$ cat src/ppr_pkg.sv
// Shared constants, register map and carrier types of the row repair block
package ppr_pkg;

    // ****************************************
    // Clock and timing
    // ****************************************
    localparam int CLK_PERIOD_PS         = 4000;
    localparam int SOFT_PRECH_WAIT_NS    = 20;
    localparam int SOFT_PRECH_WAIT_CYC   = (SOFT_PRECH_WAIT_NS * 1000 + CLK_PERIOD_PS - 1) / CLK_PERIOD_PS;
    localparam int HARD_PGM_X8_MS        = 1000;
    localparam int HARD_PGM_X16_MS       = 2000;
    localparam int HARD_PRECH_WAIT_NS    = 15;
    localparam int HARD_PRECH_WAIT_CYC   = (HARD_PRECH_WAIT_NS * 1000 + CLK_PERIOD_PS - 1) / CLK_PERIOD_PS;
    localparam int HARD_EXIT_WAIT_US     = 50;
    localparam logic [2:0] WAIT_INIT     = 3'(SOFT_PRECH_WAIT_CYC);

    // ****************************************
    // Command decoding
    // ****************************************
    localparam logic [2:0] CMD_MRS       = 3'h0;
    localparam logic [2:0] CMD_REF       = 3'h1;
    localparam logic [2:0] CMD_PRE       = 3'h2;
    localparam logic [2:0] CMD_WR        = 3'h4;
    localparam logic [2:0] CMD_RD        = 3'h5;
    localparam logic [2:0] MR_SEL_ZERO   = 3'h0;
    localparam logic [2:0] MR_SEL_THREE  = 3'h3;
    localparam logic [2:0] MR_SEL_FOUR   = 3'h4;
    localparam int MR4_SOFT_BIT          = 5;
    localparam int MR4_HARD_BIT          = 13;
    localparam int MR3_MPR_BIT           = 2;
    localparam logic [1:0] MPR_PAGE_ID   = 2'h2;
    localparam logic [1:0] MPR_LOC_ID    = 2'h0;
    localparam logic [6:0] KEY_LOW_ONES  = 7'h7f;
    // Guard keys on A11..A7, entry 0 first
    localparam logic [3:0][4:0] GUARD_KEYS = {5'h07, 5'h17, 5'h0f, 5'h19};
    localparam logic [2:0] KEY_COUNT     = 3'h4;
    localparam logic [3:0] BURST_BEATS   = 4'h8;
    // Row bits whose neighbours lose data: A17..A13, A1, A0
    localparam logic [17:0] ASSOC_MASK   = 18'h3e003;

    // ****************************************
    // Register map (byte addresses)
    // ****************************************
    localparam logic [7:0] REG_CTRL      = 8'h00;
    localparam logic [7:0] REG_HARD_AVL  = 8'h04;
    localparam logic [7:0] REG_STATUS    = 8'h08;
    localparam logic [7:0] REG_SOFT_VLD  = 8'h0c;
    localparam int CTRL_LAT_W            = 6;
    localparam int CTRL_SUP_BIT          = 8;
    localparam logic [5:0] LAT_RST       = 6'h0b;
    localparam logic [15:0] HARD_AVL_RST = 16'hffff;
    localparam int STICKY_W              = 5;

    // ****************************************
    // Types
    // ****************************************
    typedef enum logic [6:0] {
        ST_IDLE  = 7'h01,
        ST_KEYS  = 7'h02,
        ST_ARMED = 7'h04,
        ST_SEED  = 7'h08,
        ST_BURST = 7'h10,
        ST_RECOG = 7'h20,
        ST_VOID  = 7'h40
    } state_e;

    typedef struct packed {
        logic        cs_n;
        logic        act_n;
        logic [1:0]  bg;
        logic [1:0]  ba;
        logic [17:0] addr;
        logic [7:0]  dq;
    } pins_s;

    typedef struct packed {
        state_e     st;
        logic       hard_en;
        logic       soft_en;
        logic       recog;
        logic       discard;
        logic       commit;
        logic       err_both;
        logic       err_cmd;
        logic       err_ref;
    } stat_s;

endpackage

$ cat src/row_repair_ctrl.sv
// Soft row repair engine of the memory device with its register slave
`timescale 1ns/1ps

// Overview of operation
// - Mode register four bit 5 enables soft repair; bit 13 enables hard repair.
// - Soft repair entry needs the four guard keys after the enable.
// - First ACT after entry latches bank group, bank and row as seed.
// - Soft repairs persist until reset or a later repair of that bank.
// - One soft repaired row per bank; a new one replaces it.
// - Banks without repair resource discard the sequence.
// - Seed row and rows differing in A17..A13, A1, A0 lose data.
// - Writing the soft enable holds all DQ high.
// - Wrong key order or another MR command voids entry; ACT and WR act normally.
// - Keys have BG=BA=0, A6:0 all ones, A11..A7 11001,01111,10111,00111.
// - Repair only if all DQ low for all eight beats from write latency.
// - Readout page 2 location 0 shows hard (beat 0) and soft (beat 1) availability.
module row_repair_ctrl (
    // Clock and reset
    input  wire logic        clk_i,
    input  wire logic        rst_i,
    // Wishbone slave
    input  wire logic        wb_cyc_i,
    input  wire logic        wb_stb_i,
    input  wire logic        wb_we_i,
    input  wire logic [7:0]  wb_adr_i,
    input  wire logic [3:0]  wb_sel_i,
    input  wire logic [31:0] wb_dat_i,
    output logic [31:0]      wb_dat_o,
    output logic             wb_ack_o,
    // Memory command pins
    input  wire logic        ck_i,
    input  wire logic        cs_n_i,
    input  wire logic        act_n_i,
    input  wire logic [1:0]  bg_i,
    input  wire logic [1:0]  ba_i,
    input  wire logic [17:0] addr_i,
    // Data pins
    input  wire logic [7:0]  dq_i,
    output logic [7:0]       dq_o,
    output logic             dq_oe_o,
    // Status
    output logic             soft_mode_o,
    output logic             repair_hit_o,
    output logic             assoc_hit_o
);

    typedef struct packed {
        ppr_pkg::state_e     st;
        logic                hard_en;
        logic [5:0]          lat;
        logic [5:0]          lat_cnt;
        logic [3:0]          beat;
        logic                dq_fail;
        logic [3:0]          sbank;
        logic [17:0]         srow;
        logic [15:0]         valid;
        logic [15:0][17:0]   rows;
        logic [15:0]         hard_avl;
        logic                soft_sup;
        logic                mpr_on;
        logic [1:0]          mpr_page;
        logic                mpr_act;
        logic [5:0]          mpr_cnt;
        logic [3:0]          mpr_beat;
        logic [7:0]          mpr_byte;
        logic [2:0]          wait_cnt;
        logic                recog;
        logic [4:0]          sticky;
        logic                ack;
        logic [31:0]         rdat;
        logic [7:0]          dq;
        logic                dq_oe;
        logic                hit;
        logic                assoc;
    } core_s;

    core_s          s_ff;
    core_s          nxt_s;
    ppr_pkg::pins_s pin_raw;
    ppr_pkg::pins_s pin;
    ppr_pkg::stat_s stat;
    logic           ck_rise;
    logic           ck_fall;
    logic           is_cmd;
    logic           is_act;
    logic           is_mrs;
    logic           is_other;
    logic [2:0]     rcw;
    logic [2:0]     mr_sel;
    logic [3:0]     bank;
    logic           key_start;
    logic           key_done;
    logic           key_fail;
    logic           wb_acc;

    // ****************************************
    // Pin capture and command decode
    // ****************************************
    assign pin_raw = '{cs_n: cs_n_i, act_n: act_n_i, bg: bg_i, ba: ba_i, addr: addr_i, dq: dq_i};

    pin_sync #(
        .W ($bits(ppr_pkg::pins_s))
    ) u_sync (
        .clk_i  (clk_i),
        .rst_i  (rst_i),
        .ck_i   (ck_i),
        .pins_i (pin_raw),
        .pins_o (pin),
        .rise_o (ck_rise),
        .fall_o (ck_fall)
    );

    // Commands are taken at the rising edge of the link clock
    assign is_cmd   = ck_rise & ~pin.cs_n;
    assign is_act   = is_cmd & ~pin.act_n;
    assign rcw      = pin.addr[16:14];
    assign is_mrs   = is_cmd & pin.act_n & (rcw == ppr_pkg::CMD_MRS);
    assign is_other = is_cmd & ~is_mrs;
    assign mr_sel   = {pin.bg[0], pin.ba};
    assign bank     = {pin.bg, pin.ba};
    assign wb_acc   = wb_cyc_i & wb_stb_i & ~s_ff.ack;

    guard_key_seq u_keys (
        .clk_i    (clk_i),
        .rst_i    (rst_i),
        .start_i  (key_start),
        .active_i (s_ff.st == ppr_pkg::ST_KEYS),
        .mrs_i    (is_mrs),
        .other_i  (is_other),
        .mr_sel_i (mr_sel),
        .addr_i   (pin.addr),
        .done_o   (key_done),
        .fail_o   (key_fail)
    );

    // Byte-lane merge for register writes
    function automatic logic [31:0] merge(input logic [31:0] old, input logic [31:0] wd,
                                          input logic [3:0] sel);
        logic [31:0] r;
        r = old;
        for (int i = 0; i < 4; i++) begin
            if (sel[i]) begin
                r[i*8 +: 8] = wd[i*8 +: 8];
            end
        end
        return r;
    endfunction

    assign stat = '{st: s_ff.st, hard_en: s_ff.hard_en, soft_en: s_ff.st != ppr_pkg::ST_IDLE,
                    recog: s_ff.recog, discard: s_ff.sticky[4], commit: s_ff.sticky[3],
                    err_both: s_ff.sticky[2], err_cmd: s_ff.sticky[1], err_ref: s_ff.sticky[0]};

    // ****************************************
    // Repair sequencer
    // ****************************************
    always_comb begin
        logic        samp;
        logic        msamp;
        logic [4:0]  set;
        logic [31:0] ctrl;
        samp      = 1'b0;
        msamp     = 1'b0;
        set       = '0;
        ctrl      = '0;
        key_start = 1'b0;
        nxt_s     = s_ff;

        // Mode register writes: enables and readout page
        if (is_mrs && mr_sel == ppr_pkg::MR_SEL_FOUR) begin
            nxt_s.hard_en = pin.addr[ppr_pkg::MR4_HARD_BIT];
            if (!pin.addr[ppr_pkg::MR4_SOFT_BIT]) begin
                nxt_s.st    = ppr_pkg::ST_IDLE;
                nxt_s.dq_oe = 1'b0;
            end else if (s_ff.st == ppr_pkg::ST_IDLE) begin
                nxt_s.st    = ppr_pkg::ST_KEYS;
                nxt_s.recog = 1'b0;
                key_start   = 1'b1;
                nxt_s.dq    = '1;
                nxt_s.dq_oe = 1'b1;
            end
        end
        if (is_mrs && mr_sel == ppr_pkg::MR_SEL_THREE) begin
            nxt_s.mpr_on   = pin.addr[ppr_pkg::MR3_MPR_BIT];
            nxt_s.mpr_page = pin.addr[1:0];
        end

        // Protocol misuse seen by the device
        if (is_cmd && rcw == ppr_pkg::CMD_REF && pin.act_n && s_ff.st != ppr_pkg::ST_IDLE) begin
            set[0] = 1'b1;
        end
        if (s_ff.hard_en && s_ff.st != ppr_pkg::ST_IDLE) begin
            set[2] = 1'b1;
        end

        case (s_ff.st)
            ppr_pkg::ST_KEYS: begin
                if (key_done) begin
                    nxt_s.st    = ppr_pkg::ST_ARMED;
                    nxt_s.dq_oe = 1'b0;
                end else if (key_fail && nxt_s.st == ppr_pkg::ST_KEYS) begin
                    nxt_s.st    = ppr_pkg::ST_VOID;
                    nxt_s.dq_oe = 1'b0;
                end
            end
            ppr_pkg::ST_ARMED: begin
                if (is_act) begin
                    nxt_s.sbank = bank;
                    nxt_s.srow  = pin.addr;
                    nxt_s.st    = ppr_pkg::ST_SEED;
                end else if (is_other) begin
                    set[1] = 1'b1;
                end
            end
            ppr_pkg::ST_SEED: begin
                if (is_cmd && pin.act_n && rcw == ppr_pkg::CMD_WR && bank == s_ff.sbank) begin
                    nxt_s.st      = ppr_pkg::ST_BURST;
                    nxt_s.lat_cnt = s_ff.lat;
                    nxt_s.beat    = '0;
                    nxt_s.dq_fail = 1'b0;
                end else if (is_other) begin
                    set[1] = 1'b1;
                end
            end
            ppr_pkg::ST_BURST: begin
                if (ck_rise && s_ff.lat_cnt != '0) begin
                    nxt_s.lat_cnt = s_ff.lat_cnt - 6'h1;
                end
                samp = (ck_rise && s_ff.lat_cnt == 6'h1) || ((ck_rise || ck_fall) && s_ff.lat_cnt == '0);
                if (samp) begin
                    nxt_s.dq_fail = s_ff.dq_fail | (|pin.dq);
                    nxt_s.beat    = s_ff.beat + 4'h1;
                    if (s_ff.beat + 4'h1 == ppr_pkg::BURST_BEATS) begin
                        nxt_s.st = ppr_pkg::ST_RECOG;
                        if (!nxt_s.dq_fail) begin
                            if (s_ff.hard_avl[s_ff.sbank] && s_ff.soft_sup) begin
                                nxt_s.valid[s_ff.sbank] = 1'b1;
                                nxt_s.rows[s_ff.sbank]  = s_ff.srow;
                                set[3] = 1'b1;
                            end else begin
                                set[4] = 1'b1;
                            end
                        end
                    end
                end
            end
            ppr_pkg::ST_RECOG: begin
                if (is_cmd && pin.act_n && rcw == ppr_pkg::CMD_PRE) begin
                    nxt_s.wait_cnt = ppr_pkg::WAIT_INIT;
                end else if (s_ff.wait_cnt != '0) begin
                    nxt_s.wait_cnt = s_ff.wait_cnt - 3'h1;
                    nxt_s.recog    = s_ff.wait_cnt == 3'h1;
                end
            end
            default: begin
            end
        endcase

        // Normal activates: report hits on repaired rows and their neighbours
        if (is_act && (s_ff.st == ppr_pkg::ST_IDLE || s_ff.st == ppr_pkg::ST_VOID)) begin
            nxt_s.hit   = s_ff.valid[bank] && pin.addr == s_ff.rows[bank];
            nxt_s.assoc = s_ff.valid[bank] && pin.addr != s_ff.rows[bank]
                       && ((pin.addr ^ s_ff.rows[bank]) & ~ppr_pkg::ASSOC_MASK) == '0;
        end

        // Availability readout, MSB first on all lanes
        if (is_cmd && pin.act_n && rcw == ppr_pkg::CMD_RD && s_ff.mpr_on && !s_ff.mpr_act
            && s_ff.mpr_page == ppr_pkg::MPR_PAGE_ID && pin.ba == ppr_pkg::MPR_LOC_ID) begin
            nxt_s.mpr_act  = 1'b1;
            nxt_s.mpr_cnt  = s_ff.lat;
            nxt_s.mpr_beat = '0;
            nxt_s.mpr_byte = {|s_ff.hard_avl, s_ff.soft_sup & (|s_ff.hard_avl), 6'h0};
        end else if (s_ff.mpr_act) begin
            if (ck_rise && s_ff.mpr_cnt != '0) begin
                nxt_s.mpr_cnt = s_ff.mpr_cnt - 6'h1;
            end
            msamp = (ck_rise && s_ff.mpr_cnt == 6'h1) || ((ck_rise || ck_fall) && s_ff.mpr_cnt == '0);
            if (msamp) begin
                if (s_ff.mpr_beat == ppr_pkg::BURST_BEATS) begin
                    nxt_s.mpr_act = 1'b0;
                    nxt_s.dq_oe   = 1'b0;
                end else begin
                    nxt_s.dq       = {8{s_ff.mpr_byte[7]}};
                    nxt_s.dq_oe    = 1'b1;
                    nxt_s.mpr_byte = {s_ff.mpr_byte[6:0], 1'b0};
                    nxt_s.mpr_beat = s_ff.mpr_beat + 4'h1;
                end
            end
        end

        // Register slave: one-cycle ack, unmapped reads zero
        nxt_s.ack = wb_acc;
        if (wb_acc) begin
            ctrl = 32'({s_ff.soft_sup, 2'h0, s_ff.lat});
            case (wb_adr_i)
                ppr_pkg::REG_CTRL:     nxt_s.rdat = ctrl;
                ppr_pkg::REG_HARD_AVL: nxt_s.rdat = 32'(s_ff.hard_avl);
                ppr_pkg::REG_STATUS:   nxt_s.rdat = 32'(stat);
                ppr_pkg::REG_SOFT_VLD: nxt_s.rdat = 32'(s_ff.valid);
                default:               nxt_s.rdat = '0;
            endcase
            if (wb_we_i) begin
                ctrl = merge(ctrl, wb_dat_i, wb_sel_i);
                case (wb_adr_i)
                    ppr_pkg::REG_CTRL: begin
                        nxt_s.lat      = ctrl[ppr_pkg::CTRL_LAT_W-1:0];
                        nxt_s.soft_sup = ctrl[ppr_pkg::CTRL_SUP_BIT];
                    end
                    ppr_pkg::REG_HARD_AVL: begin
                        nxt_s.hard_avl = 16'(merge(32'(s_ff.hard_avl), wb_dat_i, wb_sel_i));
                    end
                    ppr_pkg::REG_STATUS: begin
                        if (wb_sel_i[0]) begin
                            nxt_s.sticky = s_ff.sticky & ~wb_dat_i[ppr_pkg::STICKY_W-1:0];
                        end
                    end
                    default: begin
                    end
                endcase
            end
        end
        // Events win over a same-cycle clear
        nxt_s.sticky = nxt_s.sticky | set;
    end

    // Reset wipes every soft repair
    always_ff @(posedge clk_i) begin
        if (rst_i) begin
            s_ff          <= '0;
            s_ff.st       <= ppr_pkg::ST_IDLE;
            s_ff.lat      <= ppr_pkg::LAT_RST;
            s_ff.hard_avl <= ppr_pkg::HARD_AVL_RST;
            s_ff.soft_sup <= 1'b1;
        end else begin
            s_ff <= nxt_s;
        end
    end

    // ****************************************
    // Outputs
    // ****************************************
    assign wb_dat_o     = s_ff.rdat;
    assign wb_ack_o     = s_ff.ack;
    assign dq_o         = s_ff.dq;
    assign dq_oe_o      = s_ff.dq_oe;
    assign soft_mode_o  = s_ff.st != ppr_pkg::ST_IDLE;
    assign repair_hit_o = s_ff.hit;
    assign assoc_hit_o  = s_ff.assoc;

endmodule

$ cat src/pin_sync.sv
// Two-stage pin synchroniser with edge detection of the sampled link clock
`timescale 1ns/1ps
module pin_sync #(
    parameter int W = 32
) (
    // Clock and reset
    input  wire logic         clk_i,
    input  wire logic         rst_i,
    // Raw pins
    input  wire logic         ck_i,
    input  wire logic [W-1:0] pins_i,
    // Synchronised view
    output logic [W-1:0]      pins_o,
    output logic              rise_o,
    output logic              fall_o
);

    typedef struct packed {
        logic [W-1:0] p1;
        logic [W-1:0] p2;
        logic         ck1;
        logic         ck2;
        logic         ck3;
    } sync_s;

    sync_s s_ff;
    sync_s nxt_s;

    // ****************************************
    // Sampling
    // ****************************************
    // First stage feeds only the second stage
    always_comb begin
        nxt_s     = s_ff;
        nxt_s.p1  = pins_i;
        nxt_s.p2  = s_ff.p1;
        nxt_s.ck1 = ck_i;
        nxt_s.ck2 = s_ff.ck1;
        nxt_s.ck3 = s_ff.ck2;
    end

    always_ff @(posedge clk_i) begin
        if (rst_i) begin
            s_ff <= '0;
        end else begin
            s_ff <= nxt_s;
        end
    end

    // Pins and clock share the same delay, so edges line up with data
    assign pins_o = s_ff.p2;
    assign rise_o = s_ff.ck2 & ~s_ff.ck3;
    assign fall_o = ~s_ff.ck2 & s_ff.ck3;

endmodule

$ cat src/guard_key_seq.sv
// Checker of the four mode-register guard keys that qualify repair entry
`timescale 1ns/1ps
module guard_key_seq (
    // Clock and reset
    input  wire logic        clk_i,
    input  wire logic        rst_i,
    // Sequence control
    input  wire logic        start_i,
    input  wire logic        active_i,
    // Decoded commands
    input  wire logic        mrs_i,
    input  wire logic        other_i,
    input  wire logic [2:0]  mr_sel_i,
    input  wire logic [17:0] addr_i,
    // Result
    output logic             done_o,
    output logic             fail_o
);

    typedef struct packed {
        logic [2:0] cnt;
        logic       done;
        logic       fail;
    } key_s;

    key_s s_ff;
    key_s nxt_s;
    logic key_ok;

    // ****************************************
    // Key matching
    // ****************************************
    // BG0/BA are folded into mr_sel; BG1 and A17:12 are ignored
    assign key_ok = (mr_sel_i == ppr_pkg::MR_SEL_ZERO)
                 && (addr_i[6:0] == ppr_pkg::KEY_LOW_ONES)
                 && (addr_i[11:7] == ppr_pkg::GUARD_KEYS[s_ff.cnt[1:0]]);

    always_comb begin
        nxt_s = s_ff;
        if (start_i) begin
            nxt_s = '0;
        end else if (active_i && !s_ff.done && !s_ff.fail) begin
            if (mrs_i && key_ok) begin
                nxt_s.cnt  = s_ff.cnt + 3'h1;
                nxt_s.done = (s_ff.cnt + 3'h1) == ppr_pkg::KEY_COUNT;
            end else if (mrs_i || other_i) begin
                nxt_s.fail = 1'b1;
            end
        end
    end

    always_ff @(posedge clk_i) begin
        if (rst_i) begin
            s_ff <= '0;
        end else begin
            s_ff <= nxt_s;
        end
    end

    assign done_o = s_ff.done;
    assign fail_o = s_ff.fail;

endmodule

$ cat config.mk
export PLATFORM = sky130hd
export DESIGN_NAME = row_repair_ctrl
export DESIGN_NICKNAME = d
export VERILOG_FILES = /design/src/ppr_pkg.sv /design/src/row_repair_ctrl.sv /design/src/pin_sync.sv /design/src/guard_key_seq.sv
export SDC_FILE = /design/constraint.sdc
export NUM_CORES = 1
export LEC_CHECK = 0
export ABC_CLOCK_PERIOD_IN_PS = 2500
export BUFFER_PORTS_ARGS = -buffer_cell sky130_fd_sc_hd__buf_2
export CAP_MARGIN = 20
export CORE_MARGIN = 1.5
export CORE_UTILIZATION = 55
export CTS_CLUSTER_DIAMETER = 150
export DETAILED_ROUTE_END_ITERATION = 6
export PLACE_DENSITY = 0.76
export SKIP_CTS_REPAIR_TIMING = 1
export SYNTH_ARGS = -nofsm -noshare
export SYNTH_HDL_FRONTEND = slang
export SYNTH_SLANG_ARGS = --single-unit
$ cat constraint.sdc
create_clock -name clk_i -period 2.5 [get_ports clk_i]
set_clock_uncertainty 0.05 [all_clocks]
set_input_delay 0.125 -clock clk_i [delete_from_list [all_inputs] [get_ports clk_i]]
set_output_delay 0.125 -clock clk_i [all_outputs]
set_load 0.05 [all_outputs]
==> qor.yml <==
status:
  status: "complete, but fails checks"
  violations: "negative hold slack, negative setup slack"
timing:
  fin_hold_ws_ns: -0.05170
  max_freq_ghz: 0.3607
  finalHoldViolCount: 1
  finalCritPeriodShare: 1.109
  rsz0062_at_grt: "yes"
  worst_slew_pin_slew_ns: 1.024
  setup_violations: 300
  slew_headroom: 0.3174
  slew_violations: 0
  period_needed_ns: 2.773
  setup_ws_ns: -0.2726
floorplan:
  core_um2: 39640
  num_rows: 73
  start_util: 0.5568
  dieArea_um2: 41350
  fp.dieH_um: 203.3
  die_w_um: 203.3
  io_pins: 127
hold_path:
  whs_path_depth: 5
  hp-class: "input port to flip-flop"
logic_synthesis:
  synth-compound-area-share: 0.09738
  synth_area_um2: 22070
  ys.flop_type: "dfxtp_1"
  ys_async_sr_fraction: 0
  synth_area_per_cell_um2: 9.228
  synthSimpleGateAreaFrac: 0.2039
  synth.distinct_cells: 80
  synth_edf_count: 0
  syn_inst: 2392
  synth_top_family_by_area: "simple AND/OR/NAND/NOR gates"
  synthMuxAreaShare: 0.1676
  synthAdderAreaFrac: 0.007936
  ys_warn_count: 0
  synth_xor_area_frac: 0.008332
  synth-seq-area-share: 0.4471
  synth_seq_cells: 493
grt:
  track_usage: 0.3003
  grt_pass1_wl_um: 97790
  antenna_found_initial: 0
  grt_start_max_net_pins: 219
  grt_pass1_vias: 17810
  gr-total-overflow: 0
cells_and_area:
  finalNetCount: 2680
  antennaDiodeCount: 0
  syn_to_final_growth_pct: 20.41
  drive_gt1_frac: 0.2128
  fin_util: 0.6705
pwr:
  p_int_mw: 12.82
  comb_power_share: 0.045
  p_clk_frac: 0.474
  leakagePower_nw: 10.19
  netSwitchingFraction: 0.2235
  seqPwrFrac: 0.481
  power_density_nw_per_um2: 621.4
  total_switching_power_mw: 3.691
  ir_drop_mv: 0.4648
routing:
  ant_nets: 0
  drtIter0Drc: 1930
  wl_per_cell_um: 20.88
  wl_um: 65710
  via_per_inst: 5.954
  num_vias: 18740
  dr.pass1.iters: 7
  drc: 0
worst_setup_path:
  end_kind: "flip-flop"
  critPathArrivalTime_ns: 3.23
  crit_fanout: 13
  worst-setup-path-type: "flip-flop to flip-flop"
  cp.required_ns: 2.96
  worstSetupStartpointType: "flip-flop"
  reg2reg_depth: 12
clock_network:
  cts_buffers: 49
  cts.sinks: 493
  htreeDepth: 2
  cts.reportedPaths.clkPinSlew_ns: 0.06
  clock_latency_ns: 0.61
  cts_buffer_depth: 3
  cts_tree: "done"
  root_buffer: "clkbuf_16"
placed_design:
  place.gp.congestion: 0.9143
  port_buffers: 92
  place_hpwl_um: 41530
job:
  maxCapViolations: 0
state kept, by name, indices dropped and copies added (netlist names):
name           count
s_ff             393
u_sync.nxt_s      34
u_sync.pins_o     32
wb_dat_o          16
dq_o               8
u_keys.s_ff        3
assoc_hit_o        1
dq_oe_o            1
repair_hit_o       1
u_keys.done_o      1
u_keys.fail_o      1
u_sync.s_ff        1
wb_ack_o           1
final cells by class:
class,instances,area [µm²]
timing repair buffer,360,3217
clock buffer,67,1384
clock inverter,22,321.6
fill,2993,13060
multi-input combinational,1653,11010
sequential,493,9883
inverter,27,101.3
tap,525,656.9
cell usage in the layout (no fill, tap or decap), drive strengths merged, types with 16 or more instances in the layout:
| cell type | count |
|---|---|
| dfxtp | 493 |
| nand2 | 480 |
| buf | 302 |
| nor2 | 246 |
| a21oi | 229 |
| mux2i | 184 |
| nor2b | 78 |
| mux4 | 75 |
| clkbuf | 71 |
| dlygate4sd3 | 54 |
| o21ai | 35 |
| inv | 28 |
| a22oi | 22 |
| nand3b | 19 |
| nand3 | 19 |
| nor3 | 18 |
| nand4 | 17 |
| conb | 16 |
power by group through the flow:
stage / sequential [mW] / combinational (mW) / clock (mW)
3_3_place_gp: 8.12 / 0.613 / 0
6_report: 7.95 / 0.745 / 7.82
5_1_grt: 7.94 / 0.787 / 8.17
3_5_place_dp: 8.12 / 0.621 / 0
4_1_cts: 7.95 / 0.624 / 7.89
2_1_floorplan: 8.10 / 0.436 / 0
cell families after synthesis:
kind of cell,after synthesis
and+or+nand+nor,964
DFF,493
AOI/OAI and AO/OA,364
muxes,274
buffers and inverters,261
xor gates and xnor gates,21
adders and majority gates,14
other,1
synth_stat cells, drive strengths merged (15+ instances only):
master,n,area [µm²]
nor2,246,923.4
nor3,18,117.6
dfxtp,493,9869
mux4,75,1689
mux2i,184,1842
inv,27,101.3
nand3,19,132.6
mux2,15,168.9
nand2,480,1802
nand3b,19,142.6
clkbuf,109,409.1
o21ai,35,175.2
nand4,17,166.4
buf,125,980.9
a22oi,22,165.2
a21oi,229,1180
nor2b,78,488.0
path summary, 6_finish.rpt:
kind | start | slack [ns] | endpoint
setup / recovery | s_ff[424] | -0.27 | s_ff[342]
hold / removal | wb_stb_i | -0.05 | wb_dat_o[15]
setup reg to reg | s_ff[424] | -0.27 | s_ff[342]
hold reg to reg | u_sync.nxt_s[21] | 0.38 | u_sync.pins_o[18]
metrics by stage:
stage / setup TNS (ns) / cells / area, µm² / total power, mW / setup WS [ns]
global route: -78.96 / 3147 / 26580 / 16.90 / -0.3801
finish: -40.54 / 3147 / 26580 / 16.51 / -0.2726
detailed placement: -68.72 / 2982 / 23790 / 8.745 / -0.3760
global placement: -59.01 / 2982 / 23790 / 8.736 / -0.2907
floorplan: -7.094 / 2407 / 22240 / 8.536 / -0.07021
CTS: -90.77 / 3071 / 25500 / 16.46 / -0.4204
worst max-delay path, cell delays in order (launching register included):
cell and delay (ns):
dfxtp_1 0.31, inv_1 0.09, ha_1 0.19, and2_0 0.17, o21ai_2 0.08, or4_4 0.54, nor3_4 0.16, buf_12 0.17
buf_12 0.15, and4b_1 0.27, buf_6 0.20, nand2_1 0.08, a21oi_1 0.21
layer usage:
metal	part of all wire	global-route usage
met1	0.40	0.3848
met5	0	0
met3	0.079	0.04219
met4	0.042	0.1320
met2	0.48	0.5057
No activity file was read; power rests on OpenSTA's default activity.
